### config.mk
export PLATFORM = sky130hd
export DESIGN_NAME = pump_ttl_io_control
export DESIGN_NICKNAME = d
export VERILOG_FILES = /design/src/logic/ttl_io_pkg.sv /design/src/logic/input_conditioner.sv /design/src/logic/direction_control.sv /design/src/logic/pump_ttl_io_control.sv
export SDC_FILE = /design/constraint.sdc
export NUM_CORES = 1
export LEC_CHECK = 0
export BUFFER_PORTS_ARGS = -buffer_cell sky130_fd_sc_hd__buf_2
export CORE_MARGIN = 1.5
export CORE_UTILIZATION = 26
export CTS_CLUSTER_DIAMETER = 120
export DETAILED_ROUTE_END_ITERATION = 10
export SETUP_SLACK_MARGIN = 0.2
export SKIP_CTS_REPAIR_TIMING = 1
export SYNTH_ARGS = -nofsm -noshare
export SYNTH_HDL_FRONTEND = slang
export SYNTH_HIERARCHICAL = 1
export SYNTH_SLANG_ARGS = --single-unit
### constraint.sdc
create_clock -name clk -period 1.9 [get_ports clk]
set_clock_uncertainty 0.2 [all_clocks]
set_input_delay 0.38 -clock clk [delete_from_list [all_inputs] [get_ports clk]]
set_output_delay 0.38 -clock clk [all_outputs]
set_load 0.03 [all_outputs]
### src/logic/ttl_io_pkg.sv
// Package of constants and types for the pump logic-level I/O controller
package ttl_io_pkg;

  // ----------------------------------------
  // Timing
  // ----------------------------------------
  // Debounce settle time in microseconds and the cycle count derived from the 100 MHz clock
  localparam int CLK_MHZ = 100;
  localparam int DEBOUNCE_US = 1;
  localparam int DEBOUNCE_CYCLES = DEBOUNCE_US * CLK_MHZ;
  localparam int DEBOUNCE_W = 8;

  // ----------------------------------------
  // Trigger mode setting codes
  // ----------------------------------------
  localparam logic [3:0] TRIG_OFF = 4'h0;
  localparam logic [3:0] TRIG_FOOT = 4'h1;
  localparam logic [3:0] TRIG_FOOT_HOLD = 4'h2;
  localparam logic [3:0] TRIG_FOOT_REV = 4'h3;
  localparam logic [3:0] TRIG_LEVEL_CTRL = 4'h4;
  localparam logic [3:0] TRIG_START_ONLY = 4'h5;
  localparam logic [3:0] TRIG_START_REV = 4'h6;
  localparam logic [3:0] TRIG_STOP_ONLY = 4'h7;
  localparam logic [3:0] TRIG_STOP_REV = 4'h8;
  localparam logic [3:0] TRIG_RUN_LOW = 4'h9;
  localparam logic [3:0] TRIG_RUN_HIGH = 4'hA;
  localparam logic [3:0] TRIG_STOP_LOW = 4'hB;
  localparam logic [3:0] TRIG_STOP_HIGH = 4'hC;

  // ----------------------------------------
  // Motor-running output setting codes
  // ----------------------------------------
  localparam logic [1:0] RUN_OUT_PUMPING = 2'h0;
  localparam logic [1:0] RUN_OUT_PUMP_PAUSE = 2'h1;

  // ----------------------------------------
  // Direction input mode codes
  // ----------------------------------------
  localparam logic DIR_MODE_RECIP = 1'h0;
  localparam logic DIR_MODE_DUAL = 1'h1;

  // ----------------------------------------
  // Program I/O functions being executed
  // ----------------------------------------
  localparam logic [2:0] FN_NONE = 3'h0;
  localparam logic [2:0] FN_EDGE_EVENT = 3'h1;
  localparam logic [2:0] FN_EITHER_EVENT = 3'h2;
  localparam logic [2:0] FN_COND_INPUT = 3'h3;
  localparam logic [2:0] FN_WAIT_TRIGGER = 3'h4;
  localparam logic [2:0] FN_SET_OUTPUT = 3'h5;

  // Phase numbers and reset values
  localparam int PHASE_W = 6;
  localparam logic DIR_RESET = 1'h1;
  localparam logic PROG_OUT_RESET = 1'h0;

  // Program run state
  typedef enum logic [1:0] {st_stopped, st_running, st_wait_trig} run_state_t;

endpackage : ttl_io_pkg

### src/logic/input_conditioner.sv
// Synchroniser, debouncer and edge detector for one external input
`timescale 1ns/1ns
`default_nettype none
module input_conditioner
  import ttl_io_pkg::*;
(
  // Clock and reset
  input wire logic clk,
  input wire logic nrst,
  // Raw pin
  input wire logic pin,
  // Conditioned outputs
  output logic level,
  output logic rise,
  output logic fall
);

  // ----------------------------------------
  // Two-stage synchroniser
  // ----------------------------------------
  logic sync1; // Only read by sync2
  logic sync2;
  logic [DEBOUNCE_W-1:0] count; // Stable-time counter
  wire logic differs = (sync2 != level);
  wire logic settled = differs && (count == DEBOUNCE_W'(DEBOUNCE_CYCLES - 1));

  // Pin idles high through a pull-up, so reset to high
  always_ff @(posedge clk or negedge nrst) begin
    if (!nrst) begin
      sync1 <= 1'h1;
      sync2 <= 1'h1;
    end else begin
      sync1 <= pin;
      sync2 <= sync1;
    end
  end

  // ----------------------------------------
  // Debounce: accept a new level only after it stayed put
  // ----------------------------------------
  // Bounces restart the count, so one physical change gives one edge
  always_ff @(posedge clk or negedge nrst) begin
    if (!nrst) begin
      count <= '0;
      level <= 1'h1;
      rise <= 1'h0;
      fall <= 1'h0;
    end else begin
      count <= (differs && !settled) ? count + 1'b1 : '0;
      rise <= settled && sync2;
      fall <= settled && !sync2;
      if (settled) begin
        level <= sync2;
      end
    end
  end
endmodule : input_conditioner
`default_nettype wire

### src/logic/direction_control.sv
// Pumping direction state driven by keypad and the direction input
`timescale 1ns/1ns
`default_nettype none
module direction_control
  import ttl_io_pkg::*;
(
  // Clock and reset
  input wire logic clk,
  input wire logic nrst,
  // Configuration and qualifiers
  input wire logic dir_mode,
  input wire logic dir_key_allowed,
  input wire logic ext_ignore,
  // Events
  input wire logic dir_key_press,
  input wire logic dir_rise,
  input wire logic dir_fall,
  // State
  output logic infuse
);

  // ----------------------------------------
  // Edge decode per mode
  // ----------------------------------------
  // Reciprocating: fall while withdrawing, rise while infusing
  // Dual: rise while withdrawing, fall while infusing
  wire logic to_infuse_edge = (dir_mode == DIR_MODE_RECIP) ? dir_fall : dir_rise;
  wire logic to_withdraw_edge = (dir_mode == DIR_MODE_RECIP) ? dir_rise : dir_fall;
  wire logic ext_ok = dir_key_allowed && !ext_ignore;
  wire logic ext_flip = ext_ok && (infuse ? to_withdraw_edge : to_infuse_edge);
  wire logic key_flip = dir_key_press && dir_key_allowed;

  // ----------------------------------------
  // Direction register
  // ----------------------------------------
  always_ff @(posedge clk or negedge nrst) begin
    if (!nrst) begin
      infuse <= DIR_RESET;
    end else if (key_flip || ext_flip) begin
      infuse <= !infuse;
    end
  end
endmodule : direction_control
`default_nettype wire

### src/logic/pump_ttl_io_control.sv
// Logic-level I/O controller of the programmable pump
`timescale 1ns/1ns
`default_nettype none
// How it works
// - Ignore trigger and direction while editing or alarmed
// - Foot switch: falling edge toggles run state
// - Hold mode: fall starts, rise stops
// - Reversed foot switch: rising edge toggles
// - Level control: fall stops, rise starts
// - Start-only modes start on one edge only
// - Stop-only modes stop on one edge only
// - Four level modes: run/stop on low/high
// - Trigger off ignores the input entirely
// - Options route stop trigger or key to trap
// - Motor output follows pumping or pumping/pause setting
// - Direction input acts like direction key
// - Reciprocating mode: fall withdraw-to-infuse, rise reverse
// - Dual mode: rise withdraw-to-infuse, fall reverse
// - Direction output high infuse, low withdraw
// - Set-output function drives program output level
// - Edge event: falling edge jumps to phase
// - Either-edge event: any edge jumps to phase
// - Conditional input: low level jumps to phase
// - Zero pause waits for trigger activation, resumes
// - Host reads input levels and sets output
module pump_ttl_io_control
  import ttl_io_pkg::*;
(
  // Clock and reset
  input wire logic clk,
  input wire logic nrst,
  // External pins
  input wire logic trigger_pin,
  input wire logic direction_pin,
  input wire logic event_pin,
  input wire logic prog_in_pin,
  output logic motor_run_pin,
  output logic direction_out_pin,
  output logic prog_out_pin,
  // Configuration
  input wire logic [3:0] trigger_mode_setting,
  input wire logic stop_trigger_to_trap,
  input wire logic stop_key_to_trap,
  input wire logic [1:0] run_out_setting,
  input wire logic dir_mode,
  // Keypad and alarm state
  input wire logic keypad_editing,
  input wire logic alarm_active,
  input wire logic start_stop_key,
  input wire logic dir_key,
  input wire logic dir_key_allowed,
  // Program sequencer
  input wire logic start_allowed,
  input wire logic program_done,
  input wire logic pause_timer_active,
  input wire logic [2:0] prog_function,
  input wire logic prog_function_strobe,
  input wire logic [PHASE_W-1:0] prog_phase_arg,
  input wire logic prog_level_arg,
  output logic pumping,
  output logic waiting_trigger,
  output logic jump_req,
  output logic [PHASE_W-1:0] jump_phase,
  output logic event_trap,
  // Serial host access
  input wire logic host_out_write,
  input wire logic host_out_level,
  output logic [3:0] host_in_levels
);

  // ----------------------------------------
  // Input conditioning
  // ----------------------------------------
  logic trig_lvl, trig_rise, trig_fall;
  logic dir_lvl, dir_rise, dir_fall;
  logic ev_lvl, ev_rise, ev_fall;
  logic pin_lvl;
  logic infuse; // Current direction
  run_state_t state; // Program run state
  run_state_t next_state;
  logic [2:0] armed_fn; // Function waiting on an input
  logic [PHASE_W-1:0] armed_phase; // Its target phase

  input_conditioner u_trig (
    .clk(clk),
    .nrst(nrst),
    .pin(trigger_pin),
    .level(trig_lvl),
    .rise(trig_rise),
    .fall(trig_fall)
  );
  input_conditioner u_dir (
    .clk(clk),
    .nrst(nrst),
    .pin(direction_pin),
    .level(dir_lvl),
    .rise(dir_rise),
    .fall(dir_fall)
  );
  input_conditioner u_ev (
    .clk(clk),
    .nrst(nrst),
    .pin(event_pin),
    .level(ev_lvl),
    .rise(ev_rise),
    .fall(ev_fall)
  );
  input_conditioner u_pin (
    .clk(clk),
    .nrst(nrst),
    .pin(prog_in_pin),
    .level(pin_lvl),
    .rise(),
    .fall()
  );

  // ----------------------------------------
  // Trigger decode
  // ----------------------------------------
  // Keypad edits and alarms shut out the external controls
  wire logic ext_ignore = keypad_editing || alarm_active;
  wire logic trig_on = !ext_ignore && (trigger_mode_setting != TRIG_OFF);

  // Edge-mode actions as toggle, start and stop requests
  wire logic edge_toggle = trig_on && (
    (trigger_mode_setting == TRIG_FOOT && trig_fall) ||
    (trigger_mode_setting == TRIG_FOOT_REV && trig_rise));
  wire logic edge_start = trig_on && (
    (trigger_mode_setting == TRIG_FOOT_HOLD && trig_fall) ||
    (trigger_mode_setting == TRIG_LEVEL_CTRL && trig_rise) ||
    (trigger_mode_setting == TRIG_START_ONLY && trig_fall) ||
    (trigger_mode_setting == TRIG_START_REV && trig_rise));
  wire logic edge_stop = trig_on && (
    (trigger_mode_setting == TRIG_FOOT_HOLD && trig_rise) ||
    (trigger_mode_setting == TRIG_LEVEL_CTRL && trig_fall) ||
    (trigger_mode_setting == TRIG_STOP_ONLY && trig_fall) ||
    (trigger_mode_setting == TRIG_STOP_REV && trig_rise));

  // Level modes hold the state while the level stands
  wire logic level_run = trig_on && (
    (trigger_mode_setting == TRIG_RUN_LOW && !trig_lvl) ||
    (trigger_mode_setting == TRIG_RUN_HIGH && trig_lvl));
  wire logic level_stop = trig_on && (
    (trigger_mode_setting == TRIG_STOP_LOW && !trig_lvl) ||
    (trigger_mode_setting == TRIG_STOP_HIGH && trig_lvl));

  // Any activation of the trigger, used to leave a zero pause
  wire logic trig_activation = edge_toggle || edge_start || level_run;

  // A stop request may be diverted to the event trap
  wire logic trig_stop_req = edge_stop || level_stop || (edge_toggle && state == st_running);
  wire logic trig_stop = trig_stop_req && !stop_trigger_to_trap;
  wire logic trap_trig = trig_stop_req && stop_trigger_to_trap && state == st_running;
  wire logic key_stop_req = start_stop_key && state == st_running;
  wire logic key_stop = key_stop_req && !stop_key_to_trap;
  wire logic trap_key = key_stop_req && stop_key_to_trap;

  // Start-only starts only when the program permits it
  wire logic start_req = (edge_start || level_run || (edge_toggle && state == st_stopped) ||
    (start_stop_key && state == st_stopped)) && start_allowed;

  // ----------------------------------------
  // Run state
  // ----------------------------------------
  // Stop wins over start so a stop level is not overridden, unless stop_trigger_to_trap diverts it and a start then wins
  always_comb begin
    next_state = state;
    case (state)
      st_stopped: begin
        if (start_req && !(trig_stop || key_stop)) begin
          next_state = st_running;
        end
      end
      st_running: begin
        if (trig_stop || key_stop || program_done) begin
          next_state = st_stopped;
        end else if (prog_function_strobe && prog_function == FN_WAIT_TRIGGER) begin
          next_state = st_wait_trig;
        end
      end
      st_wait_trig: begin
        if (key_stop || trig_stop) begin
          next_state = st_stopped;
        end else if (trig_activation) begin
          next_state = st_running;
        end
      end
      default: begin
        next_state = st_stopped;
      end
    endcase
  end

  always_ff @(posedge clk or negedge nrst) begin
    if (!nrst) begin
      state <= st_stopped;
    end else begin
      state <= next_state;
    end
  end

  assign pumping = (state == st_running);
  assign waiting_trigger = (state == st_wait_trig);

  // ----------------------------------------
  // Program input functions
  // ----------------------------------------
  // The armed function watches its input until it fires, the run state is stopped, or another event function replaces it
  wire logic arm_now = prog_function_strobe && (prog_function == FN_EDGE_EVENT ||
    prog_function == FN_EITHER_EVENT);
  wire logic ev_hit = (armed_fn == FN_EDGE_EVENT && ev_fall) ||
    (armed_fn == FN_EITHER_EVENT && (ev_rise || ev_fall));
  wire logic cond_hit = prog_function_strobe && prog_function == FN_COND_INPUT && !pin_lvl;

  always_ff @(posedge clk or negedge nrst) begin
    if (!nrst) begin
      armed_fn <= FN_NONE;
      armed_phase <= '0;
    end else if (arm_now) begin
      armed_fn <= prog_function;
      armed_phase <= prog_phase_arg;
    end else if (ev_hit || state == st_stopped) begin
      armed_fn <= FN_NONE;
    end
  end

  // Jump request and its phase, one-cycle pulse
  always_ff @(posedge clk or negedge nrst) begin
    if (!nrst) begin
      jump_req <= 1'h0;
      jump_phase <= '0;
      event_trap <= 1'h0;
    end else begin
      jump_req <= ev_hit || cond_hit;
      jump_phase <= cond_hit ? prog_phase_arg : armed_phase;
      event_trap <= trap_trig || trap_key;
    end
  end

  // ----------------------------------------
  // Outputs
  // ----------------------------------------
  // Program output: set by program or by host, last writer wins, program wins when both write in one cycle
  always_ff @(posedge clk or negedge nrst) begin
    if (!nrst) begin
      prog_out_pin <= PROG_OUT_RESET;
    end else if (prog_function_strobe && prog_function == FN_SET_OUTPUT) begin
      prog_out_pin <= prog_level_arg;
    end else if (host_out_write) begin
      prog_out_pin <= host_out_level;
    end
  end

  wire logic next_motor = (run_out_setting == RUN_OUT_PUMPING) ? pumping :
    (run_out_setting == RUN_OUT_PUMP_PAUSE) ? (pumping || pause_timer_active) : 1'h0;

  always_ff @(posedge clk or negedge nrst) begin
    if (!nrst) begin
      motor_run_pin <= 1'h0;
      direction_out_pin <= DIR_RESET;
      host_in_levels <= 4'hF;
    end else begin
      motor_run_pin <= next_motor;
      direction_out_pin <= infuse;
      host_in_levels <= {pin_lvl, ev_lvl, dir_lvl, trig_lvl};
    end
  end

  direction_control u_dirc (
    .clk(clk),
    .nrst(nrst),
    .dir_mode(dir_mode),
    .dir_key_allowed(dir_key_allowed),
    .ext_ignore(ext_ignore),
    .dir_key_press(dir_key),
    .dir_rise(dir_rise),
    .dir_fall(dir_fall),
    .infuse(infuse)
  );
endmodule : pump_ttl_io_control
`default_nettype wire

==> results.toml, run 1 <==
[timing]
worst_pin_slew_ps = 464
fin_tns_setup_ps = 0
final_critical_path_setup_slack_ps = 30.8
hold_viol = 0
finalSetupViolations = 0
slew_headroom = 0.691
report.final.slew_viol_count = 0
rsz0062_at_grt = "yes"
final_min_period_over_clock_period = 0.984
final.hold.worst_slack_ps = 13.7
final.min_clock_period_ps = 1870
fmax_mhz = 535

[logic_synthesis]
synth_area_mm2 = 0.00361
syn_area_per_cell_um2 = 11.6
synth-warning-count = 6
nets_in_the_synthesized_netlist = 350
post_synth_inst_count = 310

[placement]
gpl.final_weighted_congestion = 0.874
half_perimeter_wire_length_of_the_detailed_placement_result_um = 5220
postPlaceCellArea_mm2 = 0.00423
place_inst = 552
detailedPlace.worstSlack_ps = -151
place.port_buffers = 52

[critical_path]
reg2regPathDepth = 6
critPathMaxFanout = 4
r2r_start = "u_trig/fall$_DFF_PN0_"
arrival_ps = 1880
worst-r2r-setup-slack_ps = 30
nature_of_the_critical_path_startpoint = "flop"
worstSetupPathType = "flop to flop"
critical_path.reg2reg.endpoint = "state[0]$_DFFE_PN0P_"
worst-endpoint-required_ps = 1910
worstSetupEndpointType = "flop"

[detailed_routing]
final_antenna_net_count = 0
routed_wire_length_per_instance_um = 13.1
met2_wirelength_um = 3500
vias_per_cell = 4.64
drt-met1-wl_um = 3640
num_vias = 2753
drc = 0
wirelength_um = 7780
route.top_layer_used = "met4"
detail_route.first_pass.iterations = 4
met3_wirelength_um = 424
drt_iter0_drc = 108

[grt]
first_global_vias = 2605
grt.total_usage = 0.110
pin_count_of_the_biggest_net_entering_global_routing = 36
grt_first_pass_wirelength_um = 12400
grt_antenna_before_repair = 1
grt-ovfl-total = 0

[cts]
clk_pin_slew_worst_paths_ps = 60
max_buffers_root_to_sink = 2
root_buffer = "clkbuf_16"
cts_tree = "built"
tritoncts.num_buffers = 9
cts-htree-levels = 3
worstSkewPairLatency_ps = 340
numClockSinks = 77

[floorplan]
placement_rows = 42
dieArea_mm2 = 0.0146
design.core.area_mm2 = 0.0134
die_h_um = 121
overall_die_width_um = 121
start_util = 0.269
top_level_ports = 53

[cells_and_area]
final_net_count = 452
final_cells = 593
syn2layout_area_growth_pct = 35.6
antenna_cells_inserted = 0
post_route_cells_drive_above_1_share = 0.439
final_core_utilization = 0.365
final_cell_area_mm2 = 0.00489

[power_and_ir_drop]
max-vdd-ir-drop_v = 0.000351
leakagePower_nw = 2.10
power.density_mw_per_mm2 = 905
total_power_mw = 4.43

[flow_run]
max_cap_violations = 0

[worst_hold_path]
hp_class = "input pin to flop"
hold-path-endpoint = "motor_run_pin$_DFF_PN0_"
holdPathStages = 2
holdCritStartpoint = "run_out_setting[1]"

[run_status]
status = "complete, no violations"
registers in the layout, summed over array words and instances, names as in the netlist, 2 cells and up:
name and flops:
u_pin/count 8, jump_phase 6, u_dir/count 8, u_trig/count 8, armed_phase 6, host_in_levels 4, armed_fn 3, state 2
u_ev/count 8
cell type report:
| type | count | area (µm²) |
|---|---|---|
| Sequential cell | 77 | 1950 |
| Clock buffer | 13 | 260 |
| Multi-Input combinational cell | 226 | 1790 |
| Fill cell | 1342 | 8510 |
| Clock inverter | 3 | 43.8 |
| Inverter | 3 | 13.8 |
| Timing Repair Buffer | 95 | 617 |
| Tap cell | 176 | 220 |
worst max-delay path by stage:
| stage | startpoint | slack, ps | end |
|---|---|---|---|
| after global routing | u_trig/fall$_DFF_PN0_ | -60 | state[0]$_DFFE_PN0P_ |
| after floorplan | trigger_mode_setting[1] | -0.06 | state[0]$_DFFE_PN0P_ |
| after global placement | trigger_mode_setting[1] | -110 | state[0]$_DFFE_PN0P_ |
| final | u_trig/fall$_DFF_PN0_ | 30 | state[0]$_DFFE_PN0P_ |
| after detailed placement | trigger_mode_setting[2] | -150 | state[0]$_DFFE_PN0P_ |
| after CTS | state[1]$_DFFE_PN0P_ | -2 | pumping |
critical path, stage by stage, from the launching register on:
cell and delay (ps):
dfrtp_1 400, buf_4 150, nand4bb_1 90, a31oi_1 80
a311o_1 290, or3b_1 380, nor4b_4 140
where the power goes:
group	internal (mW)	leakage [nW]	switching, mW
clock network	1.09	0.150	0.651
registers	1.79	0.969	0.104
logic	0.378	0.984	0.415
total	3.26	2.10	1.17
layout by cell type, fill, tap and decap left out, types with 9 or more instances in the layout:
master     count
dfrtp_1       59
buf_2         50
buf_4         38
nand2_1       23
nor2_1        21
dfstp_2       18
a21oi_1       17
xor2_1        14
mux2_2        12
clkbuf_16      9
per-layer routing:
layer,GRT usage,vias to the layer above
li1,-,1339
met1,0.144,1346
met2,0.157,52
met3,0.0368,16
met4,0.0640,0
met5,0,-
(Power assumes the default switching activity.)
==> run 2, diff against run 1 <==
--- a/config.mk
+++ b/config.mk
@@ -5,6 +5,7 @@
 export SDC_FILE = /design/constraint.sdc
 export NUM_CORES = 1
 export LEC_CHECK = 0
+export ABC_CLOCK_PERIOD_IN_PS = 1900
 export BUFFER_PORTS_ARGS = -buffer_cell sky130_fd_sc_hd__buf_2
 export CORE_MARGIN = 1.5
 export CORE_UTILIZATION = 26
@@ -14,5 +15,4 @@
 export SKIP_CTS_REPAIR_TIMING = 1
 export SYNTH_ARGS = -nofsm -noshare
 export SYNTH_HDL_FRONTEND = slang
-export SYNTH_HIERARCHICAL = 1
 export SYNTH_SLANG_ARGS = --single-unit
==> run 2 against run 1 <==
Net effect:
- count of clock-buffer cells in the layout fell by 1
- synthesized cell count fell by 7.1%
- maximum frequency fell by 0.60%
- routed wire length fell by 14%
- register-to-register slack barely moved
- combinational power fell by 2%
- via count fell by 14%
- power rose by 0.19%
- global-route usage fell by 0.93 points
- non-clock buffer count fell by 22
- critical path depth fell by 1
- critical path type unchanged
- largest power group unchanged
==> results.toml, run 2 <==
[floorplan]
die_h_um = 117
overall_die_width_um = 117
placement_rows = 41
dieArea_mm2 = 0.0137
start_util = 0.267
top_level_ports = 53
design.core.area_mm2 = 0.0127

[logic_synthesis]
synth-warning-count = 0
synth_top_area_frac = 0.437
synthDistinctLibCells = 50
post_synth_inst_count = 288
synth-async-reset-ratio = 1.00
synth_enable_flop_cells = 0
synth_top_area_cell = "dfrtp_1"
synthFlopType = "dfrtp_1"
synth_area_leaders = "dfrtp_1 44%, dfstp_2 14%, mux2_2 5.3%, xor2_1 4.9%, nor2_1 4.9%"
synth.yosys.seq_area_share = 0.576
syn_area_per_cell_um2 = 11.7
synth_area_mm2 = 0.00338
synth.cells.most_frequent = "59 x dfrtp_1, 44 x nor2_1, 19 x nand3_1, 19 x xor2_1, 18 x dfstp_2"
nets_in_the_synthesized_netlist = 328
synth.most_common_cell = "dfrtp_1"
postSynthRegisterBits = 77

[timing]
rsz0062_at_grt = "yes"
final_critical_path_setup_slack_ps = 19.4
slew_headroom = 0.714
fmax_mhz = 532
final.hold.worst_slack_ps = 85.5
hold_viol = 0
finalSetupViolations = 0
worst_pin_slew_ps = 430
final.min_clock_period_ps = 1880
final_min_period_over_clock_period = 0.990
report.final.slew_viol_count = 0
fin_tns_setup_ps = 0

[grt]
first_global_vias = 2284
grt_antenna_before_repair = 0
pin_count_of_the_biggest_net_entering_global_routing = 34
grt-ovfl-total = 0
grt_first_pass_wirelength_um = 10600
grt.total_usage = 0.100

[power_and_ir_drop]
max-vdd-ir-drop_v = 0.000513
total_power_mw = 4.44
power.density_mw_per_mm2 = 1010
leakagePower_nw = 1.95

[critical_path]
nature_of_the_critical_path_startpoint = "flop"
critPathMaxFanout = 4
worstSetupEndpointType = "flop"
worst-endpoint-required_ps = 1920
worstSetupPathType = "flop to flop"
arrival_ps = 1900

[cells_and_area]
antenna_cells_inserted = 0
post_route_cells_drive_above_1_share = 0.372
layout_commonest_cell = "dfrtp_1"
syn2layout_area_growth_pct = 30.5
final_net_count = 406
final_cells = 543
layout_common_cells = "59 x dfrtp_1, 49 x buf_2, 44 x nor2_1"
fill_cells = 1273

[cts]
numClockSinks = 77
cts_tree = "built"
root_buffer = "clkbuf_16"
max_buffers_root_to_sink = 2
worstSkewPairLatency_ps = 330
clk_pin_slew_worst_paths_ps = 60
tritoncts.num_buffers = 9
cts-htree-levels = 3

[detailed_routing]
drc = 0
final_antenna_net_count = 0
num_vias = 2360
wirelength_um = 6660
routed_wire_length_per_instance_um = 12.3
drt_iter0_drc = 129
vias_per_cell = 4.35
detail_route.first_pass.iterations = 4

[placement]
place_inst = 514
gpl.final_weighted_congestion = 0.743
detailedPlace.worstSlack_ps = -55.4
place.port_buffers = 52
half_perimeter_wire_length_of_the_detailed_placement_result_um = 4610

[worst_hold_path]
hp_class = "input pin to flop"

[flow_run]
max_cap_violations = 0

[run_status]
status = "complete, no violations"
run 2: cell types whose count changed in the layout (fill, tap and decap cells not counted), moves of 6 or more:
cell,previous run,this run
a21oi_1,17,4
nor3b_2,7,1
or3_4,8,0
nand2_1,23,13
or3_1,8,1
xnor2_1,4,12
nor2_1,21,44
buf_4,38,13
nand3_1,8,18
run 2: where the power goes:
part / internal, mW / switching (mW)
clock network: 1.10 / 0.666
registers: 1.81 / 0.0938
logic: 0.357 / 0.419
total: 3.26 / 1.18
run 2: layer usage:
layer,GRT usage,vias up,part of all wire
li1,-,1156,-
met1,0.125,1149,0.47
met2,0.158,45,0.47
met3,0.0402,10,0.049
met4,0.0369,0,0.011
met5,0,-,0
run 2: metrics by stage:
stage	area, µm²	utilization
CTS	4200	0.332
global route	4410	0.348
detailed placement	3890	0.307
global placement	3890	0.307
finish	4410	0.348
floorplan	3390	-
run 2: path summary, 6_finish.rpt:
check	cells after the start	to	slack, ps	startpoint
worst max-delay path	5	state[1]$_DFFE_PN0P_	20	u_trig.fall$_DFF_PN0_
worst min-delay path	2	armed_phase[4]$_DFFE_PN0P_	90	prog_phase_arg[4]
worst max register to register	5	state[1]$_DFFE_PN0P_	20	u_trig.fall$_DFF_PN0_
worst min register to register	0	u_ev.sync2$_DFF_PN1_	160	u_ev.sync1$_DFF_PN1_
max in group asynchronous	3	direction_out_pin$_DFF_PN1_	580	nrst
min in group asynchronous	2	u_ev.count[0]$_DFF_PN0_	350	nrst
run 2: cell type report:
class	count	area, µm²	area share
well taps	172	215	0.0488
inverters	2	10.0	0.00227
clock inverters	4	55.1	0.0125
multi-input cells	203	1460	0.331
repair buffers	73	468	0.106
flip-flops and latches	77	1950	0.442
clock buffers	12	256	0.0581
run 2: worst max-delay path, cell delays in order, from the launching register on:
cell      delay (ps)
dfrtp_1          400
mux2i_1          110
nor4b_2          440
a21oi_2          100
o311ai_2         320
o21ba_1          200
run 2: logic make-up after synthesis:
group / count (synthesis) / synth area share
AND/OR/NAND/NOR: 122 / 0.189
flip-flops: 77 / 0.576
XOR/XNOR: 31 / 0.0803
AO/OA/AOI/OAI: 26 / 0.0588
multiplexers: 20 / 0.0666
buffers and inverters: 8 / 0.0144
adder cells (fa/ha/maj): 4 / 0.0148
==> run 3, diff against run 2 <==
--- a/config.mk
+++ b/config.mk
@@ -5,6 +5,7 @@
 export SDC_FILE = /design/constraint.sdc
 export NUM_CORES = 1
 export LEC_CHECK = 0
+export ABC_AREA = 1
 export ABC_CLOCK_PERIOD_IN_PS = 1900
 export BUFFER_PORTS_ARGS = -buffer_cell sky130_fd_sc_hd__buf_2
 export CORE_MARGIN = 1.5
==> run 3 against run 2 <==
Net effect:
- global-route usage rose by 0.58 points
- sequential share of layout area rose by 0.23 points
- largest power group unchanged
- count of clock-buffer cells in the layout rose by 1
- combinational power fell by 24%
- clock power fell by 3%
- die area did not move
==> results.toml, run 3 <==
[grt]
grt_antenna_before_repair = 0
pin_count_of_the_biggest_net_entering_global_routing = 33
first_global_vias = 2654
grt_first_pass_wirelength_um = 11300
grt.total_usage = 0.106
grt-ovfl-total = 0

[logic_synthesis]
synth-async-reset-ratio = 1.00
synth_enable_flop_cells = 0
synth.yosys.seq_area_share = 0.576
synth.cells.most_frequent = "66 x nand2_1, 59 x dfrtp_1, 58 x inv_1"
synthFlopType = "dfrtp_1"
postSynthRegisterBits = 77
synth_top_area_frac = 0.437
post_synth_inst_count = 378
syn_area_per_cell_um2 = 8.95
synth-warning-count = 0
synthDistinctLibCells = 32
synth_area_leaders = "dfrtp_1 44%, dfstp_2 14%, nand2_1 7.3%, inv_1 6.4%, nor2_1 5.0%"
synth.most_common_cell = "nand2_1"
nets_in_the_synthesized_netlist = 418
synth_top_area_cell = "dfrtp_1"
synth_area_mm2 = 0.00338

[floorplan]
placement_rows = 41
start_util = 0.267
top_level_ports = 53
dieArea_mm2 = 0.0137
die_h_um = 117
overall_die_width_um = 117
design.core.area_mm2 = 0.0127

[detailed_routing]
routed_wire_length_per_instance_um = 10.7
final_antenna_net_count = 0
drc = 0
wirelength_um = 6780
detail_route.first_pass.iterations = 4
drt_iter0_drc = 220
vias_per_cell = 4.35
num_vias = 2755

[cts]
clk_pin_slew_worst_paths_ps = 60
root_buffer = "clkbuf_16"
cts_tree = "built"
cts-htree-levels = 3
max_buffers_root_to_sink = 2
numClockSinks = 77
tritoncts.num_buffers = 9
worstSkewPairLatency_ps = 330

[timing]
final_min_period_over_clock_period = 0.933
fmax_mhz = 564
finalSetupViolations = 0
fin_tns_setup_ps = 0
report.final.slew_viol_count = 0
slew_headroom = 0.658
final.hold.worst_slack_ps = 85.2
final.min_clock_period_ps = 1770
rsz0062_at_grt = "yes"
hold_viol = 0
worst_pin_slew_ps = 508

[power_and_ir_drop]
total_power_mw = 4.16
max-vdd-ir-drop_v = 0.000459
leakagePower_nw = 2.12
power.density_mw_per_mm2 = 947

[critical_path]
reg2regPathDepth = 11
r2r_start = "u_trig.level$_DFFE_PN1P_"
critical_path.reg2reg.endpoint = "state[0]$_DFFE_PN0P_"
worst-r2r-setup-slack_ps = 130
nature_of_the_critical_path_startpoint = "flop"
worst-endpoint-required_ps = 1960
worstSetupEndpointType = "flop"
critPathLaunch = "u_trig.level$_DFFE_PN1P_"
arrival_ps = 1840
critPathMaxFanout = 5
worstSetupPathType = "flop to flop"

[cells_and_area]
layout_common_cells = "65 x nand2_1, 59 x dfrtp_1, 57 x inv_1, 49 x buf_2, 43 x nor2_1"
antenna_cells_inserted = 0
final_net_count = 497
syn2layout_area_growth_pct = 29.9
layout_commonest_cell = "nand2_1"
final_core_utilization = 0.347
post_route_cells_drive_above_1_share = 0.258
final_cell_area_mm2 = 0.00439
fill_cells = 1291

[flow_run]
max_cap_violations = 0

[placement]
gpl.final_weighted_congestion = 0.790
place.port_buffers = 52
postPlaceCellArea_mm2 = 0.00391
half_perimeter_wire_length_of_the_detailed_placement_result_um = 5030

[worst_hold_path]
holdPathStages = 3
hold-path-endpoint = "motor_run_pin$_DFF_PN0_"
hp_class = "input pin to flop"
holdCritStartpoint = "run_out_setting[0]"

[run_status]
status = "complete, no violations"
==> run 3: cell count changes after synthesis, moves of 12 or more <==
cell	before	now
inv_1	2	58
xnor2_1	12	0
nor3_1	4	25
nand2_1	17	66
mux2_2	16	1
o21ai_0	5	20
xor2_1	19	2
==> run 3: cell type report <==
type                            count  area (µm²)  area share
Clock buffer                       13         260      0.0593
Sequential cell                    77        1950       0.444
Clock inverter                      3        43.8     0.00997
Timing Repair Buffer               70         438      0.0997
Inverter                           58         218      0.0496
Multi-Input combinational cell    241        1270       0.289
Tap cell                          172         215      0.0490
==> run 3: power by group <==
part | total (mW) | internal (mW) | switching [mW]
sequential | 1.86 | 1.79 | 0.0708
clock | 1.71 | 1.09 | 0.625
combinational | 0.588 | 0.212 | 0.376
total | 4.16 | 3.09 | 1.07
==> run 3: per-stage QoR <==
stage | instances | worst slack (ps)
floorplan | 378 | 283
global placement | 606 | 149
detailed placement | 606 | 88.4
CTS | 622 | 103
global route | 634 | 16.4
finish | 634 | 128
==> run 3: worst max-delay path, cell delays in order, from the launching register on <==
cell and delay, ps:
dfstp_2 580, buf_4 140, inv_1 60, nand2_1 70, nand3_1 70, nand2_1 70, o21ai_1 70, nand2_1 80
nand2_1 60, o21ai_2 130, nand2_1 80, a21oi_2 100
==> run 3: kinds of logic (layout without fill, tap and decap cells) <==
logic type,count (synthesis),in the layout,share of synthesized area
buf+inv,60,144,0.0666
mux,1,1,0.00333
flops,77,77,0.576
xor+xnor,2,2,0.00518
simple gates,186,186,0.255
fa+ha+maj,4,4,0.0148
compound gates,48,48,0.0792
==> run 3: worst max-delay path by stage <==
stage                                 to  slack (ps)  cells past startpoint
detailed placement  state[0]$_DFFE_PN0P_          90                      9
CTS                      waiting_trigger         100                      3
finish              state[0]$_DFFE_PN0P_         130                     11
floorplan           state[1]$_DFFE_PN0P_         280                      5
global placement    state[0]$_DFFE_PN0P_         150                      9
global route        state[0]$_DFFE_PN0P_          20                     11
==> run 3: metal layers <==
layer,part of all wire,track usage
met4,0.024,0.0602
met1,0.47,0.128
met2,0.47,0.175
met5,0,0
met3,0.039,0.0247
